$ cat config.mk
export PLATFORM = sky130hd
export DESIGN_NAME = led_sink_shift_latch
export DESIGN_NICKNAME = d
export VERILOG_FILES = /design/src/hw/led_sink_edge_detect.v /design/src/hw/led_sink_shift_latch.v
export VERILOG_INCLUDE_DIRS = /design/src /design/src/hw
export SDC_FILE = /design/constraint.sdc
export NUM_CORES = 1
export LEC_CHECK = 0
export ABC_AREA = 1
export BUFFER_PORTS_ARGS = -buffer_cell sky130_fd_sc_hd__clkbuf_2
export CORE_ASPECT_RATIO = 0.8
export CORE_MARGIN = 3
export CORE_UTILIZATION = 32
export CTS_CLUSTER_SIZE = 16
export DETAILED_ROUTE_END_ITERATION = 10
export PLACE_DENSITY = 0.6
export SYNTH_ARGS = -nofsm -noshare
export SYNTH_HDL_FRONTEND = slang
export SYNTH_SLANG_ARGS = --single-unit
$ cat constraint.sdc
create_clock -name clk_i -period 2.8 [get_ports clk_i]
set_input_delay 0.56 -clock clk_i [delete_from_list [all_inputs] [get_ports clk_i]]
set_output_delay 0.56 -clock clk_i [all_outputs]
set_load 0.02 [all_outputs]
$ cat src/hw/led_sink_regs.vh
// Constants for the eight-channel LED sink shift and latch logic
`ifndef LED_SINK_REGS_VH
`define LED_SINK_REGS_VH

// ****************************************
// Channel geometry
// ****************************************
`define LED_SINK_CHANNELS 8
`define LED_SINK_LAST 7
`define LED_SINK_RESET_BITS 8'h00

`endif

$ cat src/hw/led_sink_edge_detect.v
// Edge detector for the sampled serial shift clock
`timescale 1ns/10ps

module led_sink_edge_detect (
    input wire clk_i,
    input wire sys_rst_i,
    input wire level_i,
    output reg rise_o,
    output reg fall_o
);

    reg level_r;

    // Hold previous level of the shift clock
    always @(posedge clk_i) begin
        if (sys_rst_i) begin
            level_r <= 1'b0;
        end else begin
            level_r <= level_i;
        end
    end

    // One-cycle pulses on each transition
    always @* begin
        rise_o = level_i & ~level_r;
        fall_o = ~level_i & level_r;
    end

endmodule

$ cat src/hw/led_sink_shift_latch.v
// Serial-in, latched parallel-out control logic of an eight-channel LED sink driver
// Contract
// RULE1: Eight channels: stage, latch, enable gate.
// RULE2: Latches respond to strobe level, not edges.
// RULE3: Strobe low: latches hold their values.
// RULE4: Strobe high: latches pass shift register through.
// RULE5: Enable high forces all sinks off.
// RULE6: Enable low: each sink follows latch.
// RULE7: Cascade output updates on falling shift clock.
// RULE8: Rising edge shifts input toward stage seven.
`timescale 1ns/10ps
`include "led_sink_regs.vh"

module led_sink_shift_latch (
    input wire clk_i,
    input wire sys_rst_i,
    input wire serial_data_i,
    input wire shift_clk_i,
    input wire load_strobe_i,
    input wire output_enable_n_i,
    output reg [`LED_SINK_LAST:0] current_sinks_o,
    output reg cascade_data_o
);

    // ****************************************
    // Shift clock edge detection
    // ****************************************
    wire shift_rise;
    wire shift_fall;

    // Pulses on each transition of the sampled shift clock
    led_sink_edge_detect u_edge (
        .clk_i(clk_i),
        .sys_rst_i(sys_rst_i),
        .level_i(shift_clk_i),
        .rise_o(shift_rise),
        .fall_o(shift_fall)
    );

    // ****************************************
    // Channel state
    // ****************************************
    reg [`LED_SINK_LAST:0] shift_r;
    reg [`LED_SINK_LAST:0] shift_nxt;
    reg [`LED_SINK_LAST:0] latch_r;
    reg [`LED_SINK_LAST:0] latch_nxt;
    reg [`LED_SINK_LAST:0] sinks_nxt;
    reg cascade_nxt;
    wire last_stage;

    // ****************************************
    // Helper functions
    // ****************************************
    // One shift step toward channel seven
    function [`LED_SINK_LAST:0] shift_step;
        input [`LED_SINK_LAST:0] cur;
        input din;
        begin
            shift_step[0] = din;
            shift_step[1] = cur[0];
            shift_step[2] = cur[1];
            shift_step[3] = cur[2];
            shift_step[4] = cur[3];
            shift_step[5] = cur[4];
            shift_step[6] = cur[5];
            shift_step[7] = cur[6];
        end
    endfunction

    // Level-sensitive cell: open passes, closed keeps
    function latch_cell;
        input open;
        input stored;
        input data;
        begin
            if (open) begin
                latch_cell = data;
            end else begin
                latch_cell = stored;
            end
        end
    endfunction

    // Disabled enable forces the sink off
    function gate_cell;
        input enable_n;
        input value;
        begin
            gate_cell = value & ~enable_n;
        end
    endfunction

    // ****************************************
    // Shift register
    // ****************************************
    // Shift only on a seen rising shift clock
    always @* begin
        shift_nxt = shift_r;
        if (shift_rise) begin
            shift_nxt = shift_step(shift_r, serial_data_i); // RULE8
        end
    end

    // Registered shift stages
    always @(posedge clk_i) begin
        if (sys_rst_i) begin
            shift_r <= `LED_SINK_RESET_BITS;
        end else begin
            shift_r <= shift_nxt;
        end
    end

    // ****************************************
    // Holding latches
    // ****************************************
    // Transparent while strobe high, hold while low
    always @* begin
        // Channel 0
        latch_nxt[0] = latch_cell(load_strobe_i, latch_r[0], shift_nxt[0]); // RULE2 RULE3 RULE4

        // Channel 1
        latch_nxt[1] = latch_cell(load_strobe_i, latch_r[1], shift_nxt[1]); // RULE2 RULE3 RULE4

        // Channel 2
        latch_nxt[2] = latch_cell(load_strobe_i, latch_r[2], shift_nxt[2]); // RULE2 RULE3 RULE4

        // Channel 3
        latch_nxt[3] = latch_cell(load_strobe_i, latch_r[3], shift_nxt[3]); // RULE2 RULE3 RULE4

        // Channel 4
        latch_nxt[4] = latch_cell(load_strobe_i, latch_r[4], shift_nxt[4]); // RULE2 RULE3 RULE4

        // Channel 5
        latch_nxt[5] = latch_cell(load_strobe_i, latch_r[5], shift_nxt[5]); // RULE2 RULE3 RULE4

        // Channel 6
        latch_nxt[6] = latch_cell(load_strobe_i, latch_r[6], shift_nxt[6]); // RULE2 RULE3 RULE4

        // Channel 7
        latch_nxt[7] = latch_cell(load_strobe_i, latch_r[7], shift_nxt[7]); // RULE2 RULE3 RULE4
    end

    // ****************************************
    // Registered latches
    // ****************************************
    // Latch contents kept across enable changes
    always @(posedge clk_i) begin
        if (sys_rst_i) begin
            latch_r <= `LED_SINK_RESET_BITS;
        end else begin
            latch_r <= latch_nxt;
        end
    end

    // ****************************************
    // Output gating
    // ****************************************
    // Each sink follows its latch unless disabled
    always @* begin
        // Channel 0
        sinks_nxt[0] = gate_cell(output_enable_n_i, latch_nxt[0]); // RULE1 RULE5 RULE6

        // Channel 1
        sinks_nxt[1] = gate_cell(output_enable_n_i, latch_nxt[1]); // RULE1 RULE5 RULE6

        // Channel 2
        sinks_nxt[2] = gate_cell(output_enable_n_i, latch_nxt[2]); // RULE1 RULE5 RULE6

        // Channel 3
        sinks_nxt[3] = gate_cell(output_enable_n_i, latch_nxt[3]); // RULE1 RULE5 RULE6

        // Channel 4
        sinks_nxt[4] = gate_cell(output_enable_n_i, latch_nxt[4]); // RULE1 RULE5 RULE6

        // Channel 5
        sinks_nxt[5] = gate_cell(output_enable_n_i, latch_nxt[5]); // RULE1 RULE5 RULE6

        // Channel 6
        sinks_nxt[6] = gate_cell(output_enable_n_i, latch_nxt[6]); // RULE1 RULE5 RULE6

        // Channel 7
        sinks_nxt[7] = gate_cell(output_enable_n_i, latch_nxt[7]); // RULE1 RULE5 RULE6
    end

    // ****************************************
    // Registered sink outputs
    // ****************************************
    // Sinks come straight from flip-flops
    always @(posedge clk_i) begin
        if (sys_rst_i) begin
            current_sinks_o <= `LED_SINK_RESET_BITS;
        end else begin
            current_sinks_o <= sinks_nxt;
        end
    end

    // ****************************************
    // Cascade output
    // ****************************************
    // Bit leaving the last stage
    assign last_stage = shift_r[`LED_SINK_LAST];

    // Cascade moves only on a seen falling shift clock
    always @* begin
        cascade_nxt = cascade_data_o;
        if (shift_fall) begin
            cascade_nxt = last_stage; // RULE7
        end
    end

    // ****************************************
    // Registered cascade output
    // ****************************************
    // Cascade bit held between falling edges
    always @(posedge clk_i) begin
        if (sys_rst_i) begin
            cascade_data_o <= 1'b0;
        end else begin
            cascade_data_o <= cascade_nxt;
        end
    end

endmodule

==> results of run 1 <==
==> flip-flops by register name (all words and copies together) (netlist names) <==
| name | count |
|---|---|
| shift_r | 8 |
| cascade_data_o | 1 |
| u_edge.level_r | 1 |
| latch_r | 8 |
| current_sinks_o | 8 |
==> Yosys cell counts, drive strengths merged <==
library cell	number
a21oi	9
inv	10
clkdlybuf4s25	1
dfxtp	26
nor2	25
o21ai	1
buf	5
nand2	17
nand3	17
==> per-stage QoR <==
| step | hold slack [ns] | worst slack (ns) | total power, mW | util, % | instance area [sq um] |
|---|---|---|---|---|---|
| floorplan | 0.470 | 1.59 | 0.451 | - | 1060 |
| global placement | 0.462 | 1.38 | 0.458 | 35.9 | 1120 |
| detailed placement | 0.480 | 1.35 | 0.460 | 35.9 | 1120 |
| CTS | 0.492 | 1.47 | 0.698 | 37.6 | 1180 |
| global route | 0.529 | 1.44 | 0.721 | 37.6 | 1180 |
| finish | 0.487 | 1.48 | 0.686 | 37.6 | 1180 |
==> cells by family after synthesis <==
| family | share of synthesized area, % |
|---|---|
| flip-flops | 48.9 |
| AO/OA/AOI/OAI | 4.71 |
| AND/OR/NAND/NOR | 36.9 |
| buffers and inverters | 9.41 |
==> metal layers <==
| layer | global-route usage (%) | wire length [um] | vias to the layer above | share of wire (%) |
|---|---|---|---|---|
| met1 | 11.9 | 808 | 331 | 47 |
| met3 | 4.40 | 103 | 0 | 6.1 |
| met5 | 0 | 0 | - | 0 |
| li1 | - | - | 370 | - |
| met2 | 14.8 | 789 | 13 | 46 |
| met4 | 0.820 | 0 | 0 | 0 |
==> report_power, final <==
group          internal (mW)  switching (mW)  total, mW
clock network          0.126           0.110      0.236
registers              0.381         0.00427      0.386
logic                 0.0202          0.0443     0.0644
==> cell type report <==
| type | count | area [sq um] | area share, % |
|---|---|---|---|
| tap | 40 | 50.0 | 4.25 |
| clock buffer | 4 | 55.1 | 4.67 |
| multi-input combinational | 69 | 443 | 37.6 |
| inverter | 10 | 40.0 | 3.40 |
| sequential | 26 | 520 | 44.2 |
| timing repair buffer | 14 | 70.1 | 5.94 |
==> worst paths after layout <==
path	start	slack (ns)	endpoint
worst min-delay path	cascade_data_o	0.49	cascade_data_o
worst max register to register	u_edge.level_r	1.78	current_sinks_o[6]
worst min register to register	cascade_data_o	0.49	cascade_data_o
worst max-delay path	cascade_data_o	1.48	cascade_data_o
==> flow_summary_export.csv, run 1 <==
group,metric,value,unit
worst_setup_path,critical_path_required,2.24,ns
floorplanning,num_io_pins,15,
logic_synthesis,synth_area_per_cell,9.58,sq um
timing,fmax,760,MHz
layout,layout_common_cells,"dfxtp_1, nand2_2, nand3_2, nor2_1, clkbuf_2",
clock_tree,cts_tree,"done",
floorplanning,dieArea,0.00406,sq mm
worst_hold_path,min_path_type,"reg -> reg",
floorplanning,start_util,34.0,%
layout,final_common_cell,"dfxtp_1",
drt,drtPass1Iterations,2,
global_routing,grt_pass1_vias,666,
floorplanning,die-height,57.6,um
worst_hold_path,min_path_cells,2,
clock_tree,post_cts_buffers,0,
timing,setup_tns,0,ns
layout,drive_above_1_share,49.6,%
drt,drtIter0Drc,12,
layout,diodes,0,
layout,nets,130,
worst_setup_path,worstSetupEndpointType,"output port",
place,port_buffers,14,
power_and_ir_drop,ir_worst_vdd,0.246,mV
clock_tree,clk_pin_slew,0.08,ns
timing,skew,0.00456,ns
power_and_ir_drop,power_density,582,mW/mm^2
drt,routed_wl,1.70,mm
global_routing,grt_pass1_wl,2.99,mm
clock_tree,cts_sinks,26,
logic_synthesis,syn-cell-area,0.00106,sq mm
timing,fin_crit_sh,47.0,%
worst_setup_path,cp-start-kind,"register",
layout,final_cell_count_no_fill,163,
timing,setup_violations,0,
timing,slew_headroom,71.8,%
power_and_ir_drop,power.leakage,0.534,nW
worst_setup_path,path_depth,1,
global_routing,antenna_found_initial,0,
global_routing,grt_start_max_net_pins,19,
drt,avgRoutedWirePerCell,10.4,um
timing,layout_min_cycle_time,1.32,ns
global_routing,grt_overflow,0,
layout,syn_to_final_growth,10.8,%
logic_synthesis,yosys.area.top_type_share,48.9,%
clock_tree,cts.repair.resized,0,
logic_synthesis,synth.yosys.warnings,0,
drt,drc,0,
worst_setup_path,ff2ff_path_depth,6,
logic_synthesis,yosys_register_bits,26,
clock_tree,clockBufferDepth,2,
worst_setup_path,crit_path_top_delay_cell,"dfxtp_1",
logic_synthesis,ys_types,16,
place,place_inst,159,
timing,rsz0062_at_grt,"false",
worst_setup_path,cp_max_fo,2,
floorplanning,rows,18,
clock_tree,hold_buffers,0,
timing,tightest_slew,0.423,ns
drt,dr_total_vias,714,
layout,fill_cells,343,
logic_synthesis,synth_area_leader_cell,"dfxtp_1",
floorplanning,core,0.00313,sq mm
timing,report.final.slew_viol_count,0,
worst_setup_path,arrival,0.76,ns
clock_tree,cts_made_buffers,3,
flow_run,drv_cap,0,
clock_tree,cts.htree.levels,1,
global_routing,grt_usage,9.27,%
worst_setup_path,path_cells,"clkbuf_2",
drt,vias_per_cell,4.38,
floorplanning,die_x,70.5,um
drt,final_antenna_net_count,0,
logic_synthesis,synthCells,111,
worst_setup_path,crit_path_max_incr_delay,0.33,ns
worst_setup_path,path_buf_inv,1,
worst_setup_path,crit_family,"flip-flops",
clock_tree,insertion_delay,0.27,ns
logic_synthesis,ys_top_cells_by_area,"dfxtp_1, nand3_2, nand2_2, nor2_1, nor2_2",
logic_synthesis,syn-num-nets,117,
logic_synthesis,ys_seq_area_share,48.9,%
run_status,outcome,"complete, no violations",
place,routabilityCongestion,0.720,
worst_setup_path,crit_type,"reg -> out",
timing,hold_viol_final,0,
clock_tree,cts-root-buf,"clkbuf_8",
place,hpwl,1.20,mm
No activity file was read; power rests on OpenSTA's default activity.
==> run 2: changes to the inputs <==
- clock period: 2.8 -> 1.3 ns (I/O delays scaled with it)
==> run 2 against run 1 <==
  * Power increased by 110%
  * Die area unchanged
  * Sequential share of layout area increased by 0.24 points
  * Via count decreased by 0.28%
  * First-iteration DRC count unchanged
  * Worst hold slack got worse by 0.22 ns
  * Critical path depth unchanged
  * Highest routed layer is now met4
==> flow_summary_export.csv, run 2 (synthesis results as in run 1) <==
group,metric,value,unit
drt,drtIter0Drc,12,
layout,top_regs,"current_sinks_o (8), latch_r (8), shift_r (8)",
drt,drtPass1Iterations,3,
worst_setup_path,path_buf_inv,1,
clock_tree,hold_buffers,0,
timing,tightest_slew,0.441,ns
power_and_ir_drop,ir_worst_vdd,0.596,mV
worst_hold_path,min_path_type,"in -> reg",
timing,rsz0062_at_grt,"false",
place,routabilityCongestion,0.737,
timing,layout_min_cycle_time,1.02,ns
worst_setup_path,cp_max_fo,2,
timing,fmax,980,MHz
drt,drc,0,
clock_tree,insertion_delay,0.27,ns
global_routing,grt_usage,9.61,%
timing,setup_tns,0,ns
clock_tree,cts.htree.levels,1,
floorplanning,start_util,34.0,%
floorplanning,core,0.00313,sq mm
layout,final_common_cell,"dfxtp_1",
clock_tree,clockBufferDepth,2,
clock_tree,post_cts_buffers,0,
drt,routed_wl,1.75,mm
global_routing,antenna_found_initial,0,
worst_setup_path,critical_path_required,1.04,ns
layout,final_area,0.00117,sq mm
worst_setup_path,crit_path_max_incr_delay,0.33,ns
layout,drive_above_1_share,49.6,%
worst_setup_path,crit_type,"reg -> out",
timing,skew,0.00401,ns
timing,hold_viol_final,0,
clock_tree,cts-root-buf,"clkbuf_8",
power_and_ir_drop,power_density,1210,mW/mm^2
drt,vias_per_cell,4.37,
worst_setup_path,cp-start-kind,"register",
worst_setup_path,worstSetupEndpointType,"output port",
layout,syn_to_final_growth,10.2,%
floorplanning,die_x,70.5,um
clock_tree,cts_tree,"done",
floorplanning,die-height,57.6,um
drt,final_antenna_net_count,0,
layout,layout_common_cells,"dfxtp_1, nand2_2, nand3_2, nor2_1, clkbuf_2",
flow_run,drv_cap,0,
worst_setup_path,path_cells,"clkbuf_2",
layout,diodes,0,
place,post_dp_cell_area,0.00113,sq mm
floorplanning,rows,18,
place,port_buffers,14,
drt,avgRoutedWirePerCell,10.7,um
global_routing,grt_start_max_net_pins,19,
run_status,outcome,"complete, no violations",
worst_hold_path,hold_start,"serial_data_i",
layout,nets,131,
worst_setup_path,rr_startpoint,"u_edge.level_r",
power_and_ir_drop,power.leakage,0.532,nW
timing,setup_violations,0,
worst_setup_path,crit_path_top_delay_cell,"dfxtp_1",
clock_tree,clk_pin_slew,0.08,ns
drt,dr_total_vias,712,
timing,slew_headroom,70.6,%
place,hpwl,1.24,mm
global_routing,grt_overflow,0,
global_routing,grt_pass1_wl,3.06,mm
timing,fin_crit_sh,78.5,%
clock_tree,cts.repair.resized,0,
floorplanning,dieArea,0.00406,sq mm
worst_setup_path,crit_family,"flip-flops",
clock_tree,cts_made_buffers,3,
worst_setup_path,arrival,0.76,ns
global_routing,grt_pass1_vias,718,
timing,report.final.slew_viol_count,0,
floorplanning,num_io_pins,15,
worst_setup_path,critPathLaunch,"cascade_data_o",
clock_tree,cts_sinks,26,
-- run 2: final timing paths --
check | slack (ns) | cells after the start | to
worst min register to register | 0.49 | 2 | cascade_data_o
worst max-delay path | 0.28 | 1 | cascade_data_o
worst min-delay path | 0.26 | 3 | shift_r[0]
worst max register to register | 0.28 | 6 | current_sinks_o[6]
-- run 2: cell type report --
type                       count  area (sq um)
tap                           40          50.0
multi-input combinational     69           443
inverter                      10          40.0
clock buffer                   3          41.3
fill                         336          1960
sequential                    26           520
timing repair buffer          15          77.6
-- run 2: where the power goes --
group	internal [mW]	switching (mW)	total, mW
sequential	0.821	0.00909	0.831
combinational	0.0454	0.0965	0.142
clock	0.208	0.239	0.447
-- run 2: metrics by stage --
stage	power (mW)	setup slack (ns)	util (%)	std cells	hold WS [ns]
2_1_floorplan	0.972	0.389	-	111	0.432
3_3_place_gp	0.989	0.218	36.1	160	0.463
3_5_place_dp	0.994	0.184	36.1	160	0.476
4_1_cts	1.44	0.268	37.5	163	0.257
5_1_grt	1.49	0.191	37.5	163	0.257
6_report	1.42	0.280	37.5	163	0.265
-- run 2: metal layers --
metal	track usage [%]	vias to the layer above	wire length, um
met1	11.8	324	850
met2	15.3	13	796
li1	-	370	-
met4	2.46	0	21
met3	4.40	5	84
met5	0	-	0
